===== config.mk =====
export PLATFORM = sky130hd
export DESIGN_NAME = dts_top
export DESIGN_NICKNAME = d
export VERILOG_FILES = /design/src/design/dts_pkg.sv /design/src/design/dts_channel.sv /design/src/design/dts_top.sv
export SDC_FILE = /design/constraint.sdc
export NUM_CORES = 1
export LEC_CHECK = 0
export BUFFER_PORTS_ARGS = -buffer_cell sky130_fd_sc_hd__buf_2
export CELL_PAD_IN_SITES_DETAIL_PLACEMENT = 0
export CELL_PAD_IN_SITES_GLOBAL_PLACEMENT = 1
export CORE_UTILIZATION = 38
export CTS_CLUSTER_SIZE = 20
export DETAILED_ROUTE_END_ITERATION = 16
export PLACE_DENSITY = 0.8
export SKIP_CTS_REPAIR_TIMING = 1
export SYNTH_ARGS = -nofsm -noshare
export SYNTH_HDL_FRONTEND = slang
export SYNTH_HIERARCHICAL = 1
export SYNTH_SLANG_ARGS = --single-unit

===== constraint.sdc =====
create_clock -name clk -period 2.3 [get_ports clk]
set_input_delay 0.115 -clock clk [delete_from_list [all_inputs] [get_ports clk]]
set_output_delay 0.115 -clock clk [all_outputs]
set_load 0.02 [all_outputs]

===== src/design/dts_pkg.sv =====
// constants shared by the dual timer status and output control block
package dts_pkg;

  // ----------------------------------------------------------------
  // register byte offsets on the avalon slave
  // ----------------------------------------------------------------
  localparam int ADDR_W = 4;
  localparam logic [3:0] OFS_X_STATUS_CONTROL = 4'h0;
  localparam logic [3:0] OFS_Y_STATUS_CONTROL = 4'h4;
  localparam logic [3:0] OFS_IRQ_STATUS = 4'h8;
  localparam logic [3:0] OFS_IRQ_MASK = 4'hc;

  // ----------------------------------------------------------------
  // status/control field positions
  // ----------------------------------------------------------------
  localparam int BIT_MATCH_B_FLAG = 7;
  localparam int BIT_MATCH_A_FLAG = 6;
  localparam int BIT_WRAP_FLAG = 5;
  localparam int BIT_CAPTURE_DONE_FLAG = 4;
  localparam int BIT_CAPTURE_IRQ_ENABLE = 4;
  localparam int BIT_MATCH_B_ACTION_HI = 3;
  localparam int BIT_MATCH_B_ACTION_LO = 2;
  localparam int BIT_MATCH_A_ACTION_HI = 1;
  localparam int BIT_MATCH_A_ACTION_LO = 0;

  // ----------------------------------------------------------------
  // interrupt status and mask bit positions
  // ----------------------------------------------------------------
  localparam int IRQ_W = 7;
  localparam int IRQ_X_MATCH_B = 0;
  localparam int IRQ_X_MATCH_A = 1;
  localparam int IRQ_X_WRAP = 2;
  localparam int IRQ_X_CAPTURE = 3;
  localparam int IRQ_Y_MATCH_B = 4;
  localparam int IRQ_Y_MATCH_A = 5;
  localparam int IRQ_Y_WRAP = 6;

  // ----------------------------------------------------------------
  // counter width, wrap values, reset values
  // ----------------------------------------------------------------
  localparam int CNT_W = 8;
  localparam logic [7:0] CNT_MAX = 8'hff;
  localparam logic [7:0] CNT_ZERO = 8'h00;
  localparam logic [7:0] REG_RESET = 8'h00;
  localparam logic [6:0] IRQ_RESET = 7'h00;

  // ----------------------------------------------------------------
  // output actions on compare match
  // ----------------------------------------------------------------
  typedef enum logic [1:0] {
    DTS_ACT_KEEP = 2'b00,
    DTS_ACT_LOW = 2'b01,
    DTS_ACT_HIGH = 2'b10,
    DTS_ACT_TOGGLE = 2'b11
  } dts_action_e;

  // capture edge tracker on the external reset input
  typedef enum logic [0:0] {
    DTS_CAP_WAIT_RISE = 1'b0,
    DTS_CAP_WAIT_FALL = 1'b1
  } dts_cap_e;

endpackage : dts_pkg


===== src/design/dts_channel.sv =====
// one timer channel: compare match, wrap detection and output pin action
`timescale 1ns/100ps
`default_nettype none
module dts_channel (
  input wire logic clk,
  input wire logic reset_n,
  input wire logic [7:0] counter,
  input wire logic [7:0] constant_a,
  input wire logic [7:0] constant_b,
  input wire logic [1:0] action_a,
  input wire logic [1:0] action_b,
  output logic match_a_evt,
  output logic match_b_evt,
  output logic wrap_evt,
  output logic pin
);

  typedef struct packed {
    logic [7:0] prev_cnt;
    logic eq_a;
    logic eq_b;
    logic pin;
  } dts_chan_s;

  dts_chan_s st_r;
  dts_chan_s st_nxt;
  logic eq_a;
  logic eq_b;

  function automatic logic apply_action(input logic cur,
                                        input logic [1:0] act);
    case (dts_pkg::dts_action_e'(act))
      dts_pkg::DTS_ACT_KEEP: apply_action = cur;
      dts_pkg::DTS_ACT_LOW: apply_action = 1'b0;
      dts_pkg::DTS_ACT_HIGH: apply_action = 1'b1;
      dts_pkg::DTS_ACT_TOGGLE: apply_action = ~cur;
      default: apply_action = cur;
    endcase
  endfunction : apply_action

  // ----------------------------------------------------------------
  // events
  // ----------------------------------------------------------------
  // a counter may dwell on one value for many clocks under a prescaler,
  // so only the first cycle of equality counts as a match
  assign eq_a = (counter == constant_a);
  assign eq_b = (counter == constant_b);
  assign match_a_evt = eq_a & ~st_r.eq_a;
  assign match_b_evt = eq_b & ~st_r.eq_b;
  assign wrap_evt = (st_r.prev_cnt == dts_pkg::CNT_MAX) &&
                    (counter == dts_pkg::CNT_ZERO);
  assign pin = st_r.pin;

  always_comb begin
    st_nxt = st_r;
    st_nxt.prev_cnt = counter;
    st_nxt.eq_a = eq_a;
    st_nxt.eq_b = eq_b;
    // b is applied to the pin value that a produced when both match together
    if (match_a_evt) begin
      st_nxt.pin = apply_action(st_r.pin, action_a);
    end
    if (match_b_evt) begin
      st_nxt.pin = apply_action(match_a_evt ? st_nxt.pin : st_r.pin,
                                action_b);
    end
  end

  always_ff @(posedge clk or negedge reset_n) begin
    if (!reset_n) begin
      st_r <= '0;
    end else begin
      st_r <= st_nxt;
    end
  end

endmodule : dts_channel
`default_nettype wire


===== src/design/dts_top.sv =====
// dual timer status flags, output control and avalon register slave
// Contract
// - x match b flag, bit 7, sets when x counter equals constant b
// - x match a flag, bit 6, sets when x counter equals constant a
// - x wrap flag, bit 5, sets when x counter goes ff to 00
// - x capture flag, bit 4, sets after rise then fall on reset input
// - flags clear by writing zero after reading one; reset to zero
// - y match b flag, bit 7, sets when y counter equals constant b
// - y match a flag, bit 6, sets when y counter equals constant a
// - y wrap flag, bit 5, sets when y counter goes ff to 00
// - y bit 4 enables capture interrupt request from x capture flag
// - x bits 3:2 pick x pin action at match b
// - x bits 1:0 pick x pin action at match a
// - y bits 3:2 pick y pin action at match b
// - y bits 1:0 pick y pin action at match a
// - external reset input edges rise then fall mark one capture
`timescale 1ns/100ps
`default_nettype none
module dts_top (
  input wire logic clk,
  input wire logic reset_n,
  // avalon-mm slave
  input wire logic [3:0] address,
  input wire logic read,
  input wire logic write,
  input wire logic [3:0] byteenable,
  input wire logic [31:0] writedata,
  output logic [31:0] readdata,
  output logic waitrequest,
  // timer side
  input wire logic [7:0] channel_x_counter,
  input wire logic [7:0] channel_x_constant_a,
  input wire logic [7:0] channel_x_constant_b,
  input wire logic [7:0] channel_y_counter,
  input wire logic [7:0] channel_y_constant_a,
  input wire logic [7:0] channel_y_constant_b,
  input wire logic external_reset_input,
  output logic channel_x_output_pin,
  output logic channel_y_output_pin,
  output logic capture_irq_request,
  output logic irq
);

  // ----------------------------------------------------------------
  // state
  // ----------------------------------------------------------------
  typedef struct packed {
    logic [3:0] x_flags;
    logic [3:0] x_sel;
    logic [2:0] y_flags;
    logic y_irq_en;
    logic [3:0] y_sel;
    logic [3:0] x_arm;
    logic [2:0] y_arm;
    dts_pkg::dts_cap_e cap;
    logic ext_prev;
    logic [6:0] irq_stat;
    logic [6:0] irq_mask;
    logic waitrequest;
    logic [31:0] readdata;
    logic irq;
    logic cap_irq;
    logic pin_x;
    logic pin_y;
  } dts_top_s;

  dts_top_s st_r;
  dts_top_s st_nxt;

  logic x_match_a;
  logic x_match_b;
  logic x_wrap;
  logic y_match_a;
  logic y_match_b;
  logic y_wrap;
  logic x_pin_int;
  logic y_pin_int;
  logic cap_evt;
  logic req;
  logic done;
  logic wr_lane;
  logic [7:0] wbyte;
  logic [3:0] x_evt;
  logic [2:0] y_evt;
  logic [6:0] irq_evt;
  logic [3:0] x_clr;
  logic [2:0] y_clr;
  logic [7:0] x_reg;
  logic [7:0] y_reg;

  // set wins over clear for every sticky bit
  function automatic logic [3:0] flag_upd(input logic [3:0] cur,
                                          input logic [3:0] set,
                                          input logic [3:0] clr);
    flag_upd = set | (cur & ~clr);
  endfunction : flag_upd

  function automatic logic is_at(input logic [3:0] addr,
                                 input logic [3:0] ofs);
    is_at = (addr == ofs);
  endfunction : is_at

  // ----------------------------------------------------------------
  // channels
  // ----------------------------------------------------------------
  dts_channel u_chan_x (
    .clk(clk),
    .reset_n(reset_n),
    .counter(channel_x_counter),
    .constant_a(channel_x_constant_a),
    .constant_b(channel_x_constant_b),
    .action_a(st_r.x_sel[dts_pkg::BIT_MATCH_A_ACTION_HI:
                         dts_pkg::BIT_MATCH_A_ACTION_LO]),
    .action_b(st_r.x_sel[dts_pkg::BIT_MATCH_B_ACTION_HI:
                         dts_pkg::BIT_MATCH_B_ACTION_LO]),
    .match_a_evt(x_match_a),
    .match_b_evt(x_match_b),
    .wrap_evt(x_wrap),
    .pin(x_pin_int)
  );

  dts_channel u_chan_y (
    .clk(clk),
    .reset_n(reset_n),
    .counter(channel_y_counter),
    .constant_a(channel_y_constant_a),
    .constant_b(channel_y_constant_b),
    .action_a(st_r.y_sel[dts_pkg::BIT_MATCH_A_ACTION_HI:
                         dts_pkg::BIT_MATCH_A_ACTION_LO]),
    .action_b(st_r.y_sel[dts_pkg::BIT_MATCH_B_ACTION_HI:
                         dts_pkg::BIT_MATCH_B_ACTION_LO]),
    .match_a_evt(y_match_a),
    .match_b_evt(y_match_b),
    .wrap_evt(y_wrap),
    .pin(y_pin_int)
  );

  // ----------------------------------------------------------------
  // capture edge pair
  // ----------------------------------------------------------------
  // a fall seen before any rise is ignored; only rise then fall counts
  assign cap_evt = (st_r.cap == dts_pkg::DTS_CAP_WAIT_FALL) &&
                   st_r.ext_prev && !external_reset_input;

  // ----------------------------------------------------------------
  // event vectors, in status register bit order 7..4 for x and 7..5 for y, and interrupt status bit order 6..0
  // ----------------------------------------------------------------
  assign x_evt = {x_match_b, x_match_a, x_wrap, cap_evt};
  assign y_evt = {y_match_b, y_match_a, y_wrap};
  assign irq_evt = {y_wrap, y_match_a, y_match_b,
                    cap_evt, x_wrap, x_match_a, x_match_b};

  // ----------------------------------------------------------------
  // bus decode
  // ----------------------------------------------------------------
  // one wait cycle: the request is seen with waitrequest high, the
  // answer edge follows one clock later
  assign req = read | write;
  assign done = req & ~st_r.waitrequest;
  assign wr_lane = write & done & byteenable[0];
  assign wbyte = writedata[7:0];

  assign x_reg = {st_r.x_flags, st_r.x_sel};
  assign y_reg = {st_r.y_flags, st_r.y_irq_en, st_r.y_sel};

  // clearing needs a prior read of one, tracked by the arm bits
  always_comb begin
    x_clr = '0;
    y_clr = '0;
    if (wr_lane && is_at(address, dts_pkg::OFS_X_STATUS_CONTROL)) begin
      x_clr = st_r.x_arm & ~wbyte[7:4];
    end
    if (wr_lane && is_at(address, dts_pkg::OFS_Y_STATUS_CONTROL)) begin
      y_clr = st_r.y_arm & ~wbyte[7:5];
    end
  end

  // ----------------------------------------------------------------
  // next state
  // ----------------------------------------------------------------
  always_comb begin
    st_nxt = st_r;

    // capture tracker
    st_nxt.ext_prev = external_reset_input;
    case (st_r.cap)
      dts_pkg::DTS_CAP_WAIT_RISE: begin
        if (!st_r.ext_prev && external_reset_input) begin
          st_nxt.cap = dts_pkg::DTS_CAP_WAIT_FALL;
        end
      end
      dts_pkg::DTS_CAP_WAIT_FALL: begin
        if (cap_evt) begin
          st_nxt.cap = dts_pkg::DTS_CAP_WAIT_RISE;
        end
      end
      default: begin
        st_nxt.cap = dts_pkg::DTS_CAP_WAIT_RISE;
      end
    endcase

    // event flags
    st_nxt.x_flags = flag_upd(st_r.x_flags, x_evt, x_clr);
    st_nxt.y_flags = 3'(flag_upd({1'b0, st_r.y_flags}, {1'b0, y_evt},
                                 {1'b0, y_clr}));

    // bus handshake
    st_nxt.waitrequest = ~(req & st_r.waitrequest);

    if (req && st_r.waitrequest) begin
      st_nxt.readdata = '0;
      if (read) begin
        if (is_at(address, dts_pkg::OFS_X_STATUS_CONTROL)) begin
          st_nxt.readdata = {24'h000000, x_reg};
        end else if (is_at(address, dts_pkg::OFS_Y_STATUS_CONTROL)) begin
          st_nxt.readdata = {24'h000000, y_reg};
        end else if (is_at(address, dts_pkg::OFS_IRQ_STATUS)) begin
          st_nxt.readdata = {25'h0000000, st_r.irq_stat};
        end else if (is_at(address, dts_pkg::OFS_IRQ_MASK)) begin
          st_nxt.readdata = {25'h0000000, st_r.irq_mask};
        end
      end
    end

    // arming: only flags the completed read returned as one; a flag set
    // during the wait cycle was never seen by software, so it stays unarmed
    if (done && read) begin
      if (is_at(address, dts_pkg::OFS_X_STATUS_CONTROL)) begin
        st_nxt.x_arm = st_r.readdata[7:4];
      end
      if (is_at(address, dts_pkg::OFS_Y_STATUS_CONTROL)) begin
        st_nxt.y_arm = st_r.readdata[7:5];
      end
    end

    // writes take effect at the completing edge
    if (done && write) begin
      if (is_at(address, dts_pkg::OFS_X_STATUS_CONTROL)) begin
        st_nxt.x_arm = '0;
        if (byteenable[0]) begin
          st_nxt.x_sel = wbyte[3:0];
        end
      end
      if (is_at(address, dts_pkg::OFS_Y_STATUS_CONTROL)) begin
        st_nxt.y_arm = '0;
        if (byteenable[0]) begin
          st_nxt.y_irq_en = wbyte[dts_pkg::BIT_CAPTURE_IRQ_ENABLE];
          st_nxt.y_sel = wbyte[3:0];
        end
      end
      if (byteenable[0] && is_at(address, dts_pkg::OFS_IRQ_MASK)) begin
        st_nxt.irq_mask = wbyte[6:0];
      end
    end

    // interrupt status: write one to clear, a new event wins
    if (wr_lane && is_at(address, dts_pkg::OFS_IRQ_STATUS)) begin
      st_nxt.irq_stat = irq_evt | (st_r.irq_stat & ~wbyte[6:0]);
    end else begin
      st_nxt.irq_stat = irq_evt | st_r.irq_stat;
    end

    // irq and capture request follow the next state, so they lag nothing; the pins lag the channel pin by one clock
    st_nxt.irq = |(st_nxt.irq_stat & st_nxt.irq_mask);
    st_nxt.cap_irq = st_nxt.x_flags[dts_pkg::BIT_CAPTURE_DONE_FLAG - 4] &
                     st_nxt.y_irq_en;
    st_nxt.pin_x = x_pin_int;
    st_nxt.pin_y = y_pin_int;
  end

  // ----------------------------------------------------------------
  // registers
  // ----------------------------------------------------------------
  always_ff @(posedge clk or negedge reset_n) begin
    if (!reset_n) begin
      st_r <= '0;
      st_r.waitrequest <= 1'b1;
      st_r.cap <= dts_pkg::DTS_CAP_WAIT_RISE;
    end else begin
      st_r <= st_nxt;
    end
  end

  // ----------------------------------------------------------------
  // outputs
  // ----------------------------------------------------------------
  assign readdata = st_r.readdata;
  assign waitrequest = st_r.waitrequest;
  assign channel_x_output_pin = st_r.pin_x;
  assign channel_y_output_pin = st_r.pin_y;
  assign capture_irq_request = st_r.cap_irq;
  assign irq = st_r.irq;

endmodule : dts_top
`default_nettype wire


==> metrics <==
DIE WIDTH=102 um; via count=3039; setup TNS=0 ns; clock slew at reported path FFs=0.08 ns; RSZ-0062 raised after global routing=no; Final Cycle Share=94.4%; Setup WS pre-CTS=0.309 ns; I/O pin cnt=130; Starting DRT DRC Count=150; wire per inst=15.3 um; post-route antenna net violation count=0; post-synth top area cell=dfrtp_1; CTS tree=done; later-pin clock latency in the skew report=0.35 ns; Fillers=937; Leak=2.18 nW; worst path buffer plus inverter count=3; synth top area cells=dfrtp_1 48%, xnor2_1 7.3%, buf_4 6.9%; most numerous cell in the Yosys netlist=dfrtp_1; max incr delay on CP=0.54 ns; # nets final=568; core area=9770 um^2; fmax=460 MHz; final hold violation count=0; Main synth FF type=dfrtp_1; WP data required=2.52 ns; max cap viols=0; initial antenna violation count=0; peak supply drop=0.272 mV; Clock Tree Buf Depth=2; global route total overflow=0; PD cells=716 nW/um^2; share of layout cells above drive strength 1=26.5%; vias per std cell=4.96; Core Util, Final=47.8%; CP endpoint kind=register; Post-route DRC=0; GR Util All Layers=18.3%; critical-path cell list=dlygate4sd3_1 -> buf_2 -> xnor2_1 -> nand4_1 -> nor3_1 -> buf_4 -> or2b_2 -> o32a_1 -> a21boi_1 -> a2111oi_2 -> nand4_1; Root Buffer=clkbuf_8; first-pass GRT wire length=14200 um; most used cell, CP=nand4_1; gate count after technology mapping=377; Sink Count=74; htree depth=3; DR pass1 iterations=5; Post-synth top cells=73 x dfrtp_1, 53 x nand2_1, 35 x buf_4, 32 x xnor2_1, 18 x o21ai_0; largest net degree at the start of global routing=75; final setup violation count=0; Slew headroom=37.3%; critical path class=primary input to register; DRT Wirelength=9390 um; Tightest Hold Check Type=primary input to register; RePlAce Congestion=0.850; Top delay family on crit path=buffers and inverters; Crit Path Max Fanout=5; num rows=36; clock skew after layout=0.00772 ns; Seq cells post-synth=74; Mapped Area=3830 um^2; starting density of the core=39.2%; arrival time of the worst setup path=2.39 ns; die footprint=10500 um^2; Post-synth EDFFs=0; async set-reset flop share out of synthesis=100%; Syn. warnings=6; area delta synth->final=21.9%; DIE HEIGHT=102 um; shortest period the worst path allows=2.17 ns; HPWL Detailed=6780 um; syn avg cell area=10.2 um^2; TritonCTS Buffers=9; Final Max Tran Viols=0; startpoint types=primary input; vias in the first global route=2753; area share of the leading cell type in the synthesized netlist=47.7%; antenna cells=0; slew at the pin with the worst max-slew slack=0.940 ns; Synth cell types=51; sequential area share after synthesis=48.4%; slowest cell on the critical path=dlygate4sd3_1; PnR worst setup slack=0.128 ns; Port Buffers=78; status=finished clean
-- path summary, 6_finish.rpt --
kind,to,slack (ns),startpoint,depth (start not counted)
max,irq$_DFF_PN0_,0.13,channel_y_counter[2],11
min reg2reg,channel_x_output_pin$_DFF_PN0_,0.43,u_chan_x/pin$_DFF_PN0_,0
min,st_r[69]$_DFFE_PN0P_,0.03,writedata[1],3
max in group asynchronous,u_chan_y/st_r[3]$_DFF_PN0_,1.24,reset_n,2
min in group asynchronous,st_r[59]$_DFF_PN0_,0.43,reset_n,2
max reg2reg,irq$_DFF_PN0_,0.31,waitrequest$_DFF_PN1_,5
-- registers in the layout, summed over array words and instances (netlist names) --
signal,count
channel_y_output_pin,1
waitrequest,1
u_chan_x/pin,1
channel_x_output_pin,1
u_chan_y/st_r,10
capture_irq_request,1
readdata,8
irq,1
u_chan_y/pin,1
u_chan_x/st_r,10
st_r,39
-- worst register-to-register path, stage by stage (launching register included) --
cell	delay, ns
dfstp_2	0.60
and3b_1	0.30
nand3_2	0.13
mux2_4	0.32
a2111oi_2	0.38
nand4_1	0.15
-- cell usage in the layout (no fill, tap or decap), drive strengths merged, types with 11 or more instances in the layout --
| cell type | n |
|---|---|
| a31oi | 11 |
| xnor2 | 32 |
| dfrtp | 73 |
| buf | 89 |
| nand4 | 14 |
| dlygate4sd3 | 18 |
| nor2 | 11 |
| nand2 | 53 |
| o21ai | 20 |
| conb | 24 |
-- layer usage --
metal	part of all wire (%)	wire length (um)	GRT usage, %	vias up
met3	3.5	332	4.38	7
met5	0	0	0	-
li1	-	-	-	1471
met1	48	4500	26.1	1485
met4	0.90	85	5.38	0
met2	48	4480	27.5	76
-- metrics by stage --
stage	instances	power, mW	area (um^2)	hold WS (ns)
after floorplan	400	1.94	3920	-0.181
after global placement	579	2.10	4250	0.252
after detailed placement	579	2.12	4250	0.255
after CTS	595	3.34	4490	-0.118
after global routing	613	3.50	4670	0.0269
final	613	3.34	4670	0.0303
-- cell families (layout without fill, tap and decap cells) --
kind of cell    after synthesis  in the layout  synth area share [%]
compound gates               70             70                  12.1
xor+xnor                     32             32                  7.32
fa+ha+maj                     1              1                 0.261
buf+inv                      50            130                  8.79
flops                        74             74                  48.4
mux                          16             16                  4.61
other cells                   1             24                0.0979
simple gates                133            133                  18.5
-- final cells by class --
type | count | area (um^2) | share of cell area [%]
flip-flops and latches | 74 | 1850 | 39.7
clock buffers | 9 | 124 | 2.65
well taps | 133 | 166 | 3.56
multi-input cells | 276 | 1730 | 37.0
repair buffers | 107 | 656 | 14.0
inverters | 7 | 26.3 | 0.563
clock inverters | 7 | 118 | 2.52
-- where the power goes --
group / internal, mW / leakage, nW / switching, mW
Clock: 0.720 / 0.123 / 0.494
Sequential: 1.45 / 0.934 / 0.107
Combinational: 0.260 / 1.12 / 0.312
Total: 2.43 / 2.18 / 0.912
Power figures use the tool's default switching activity.
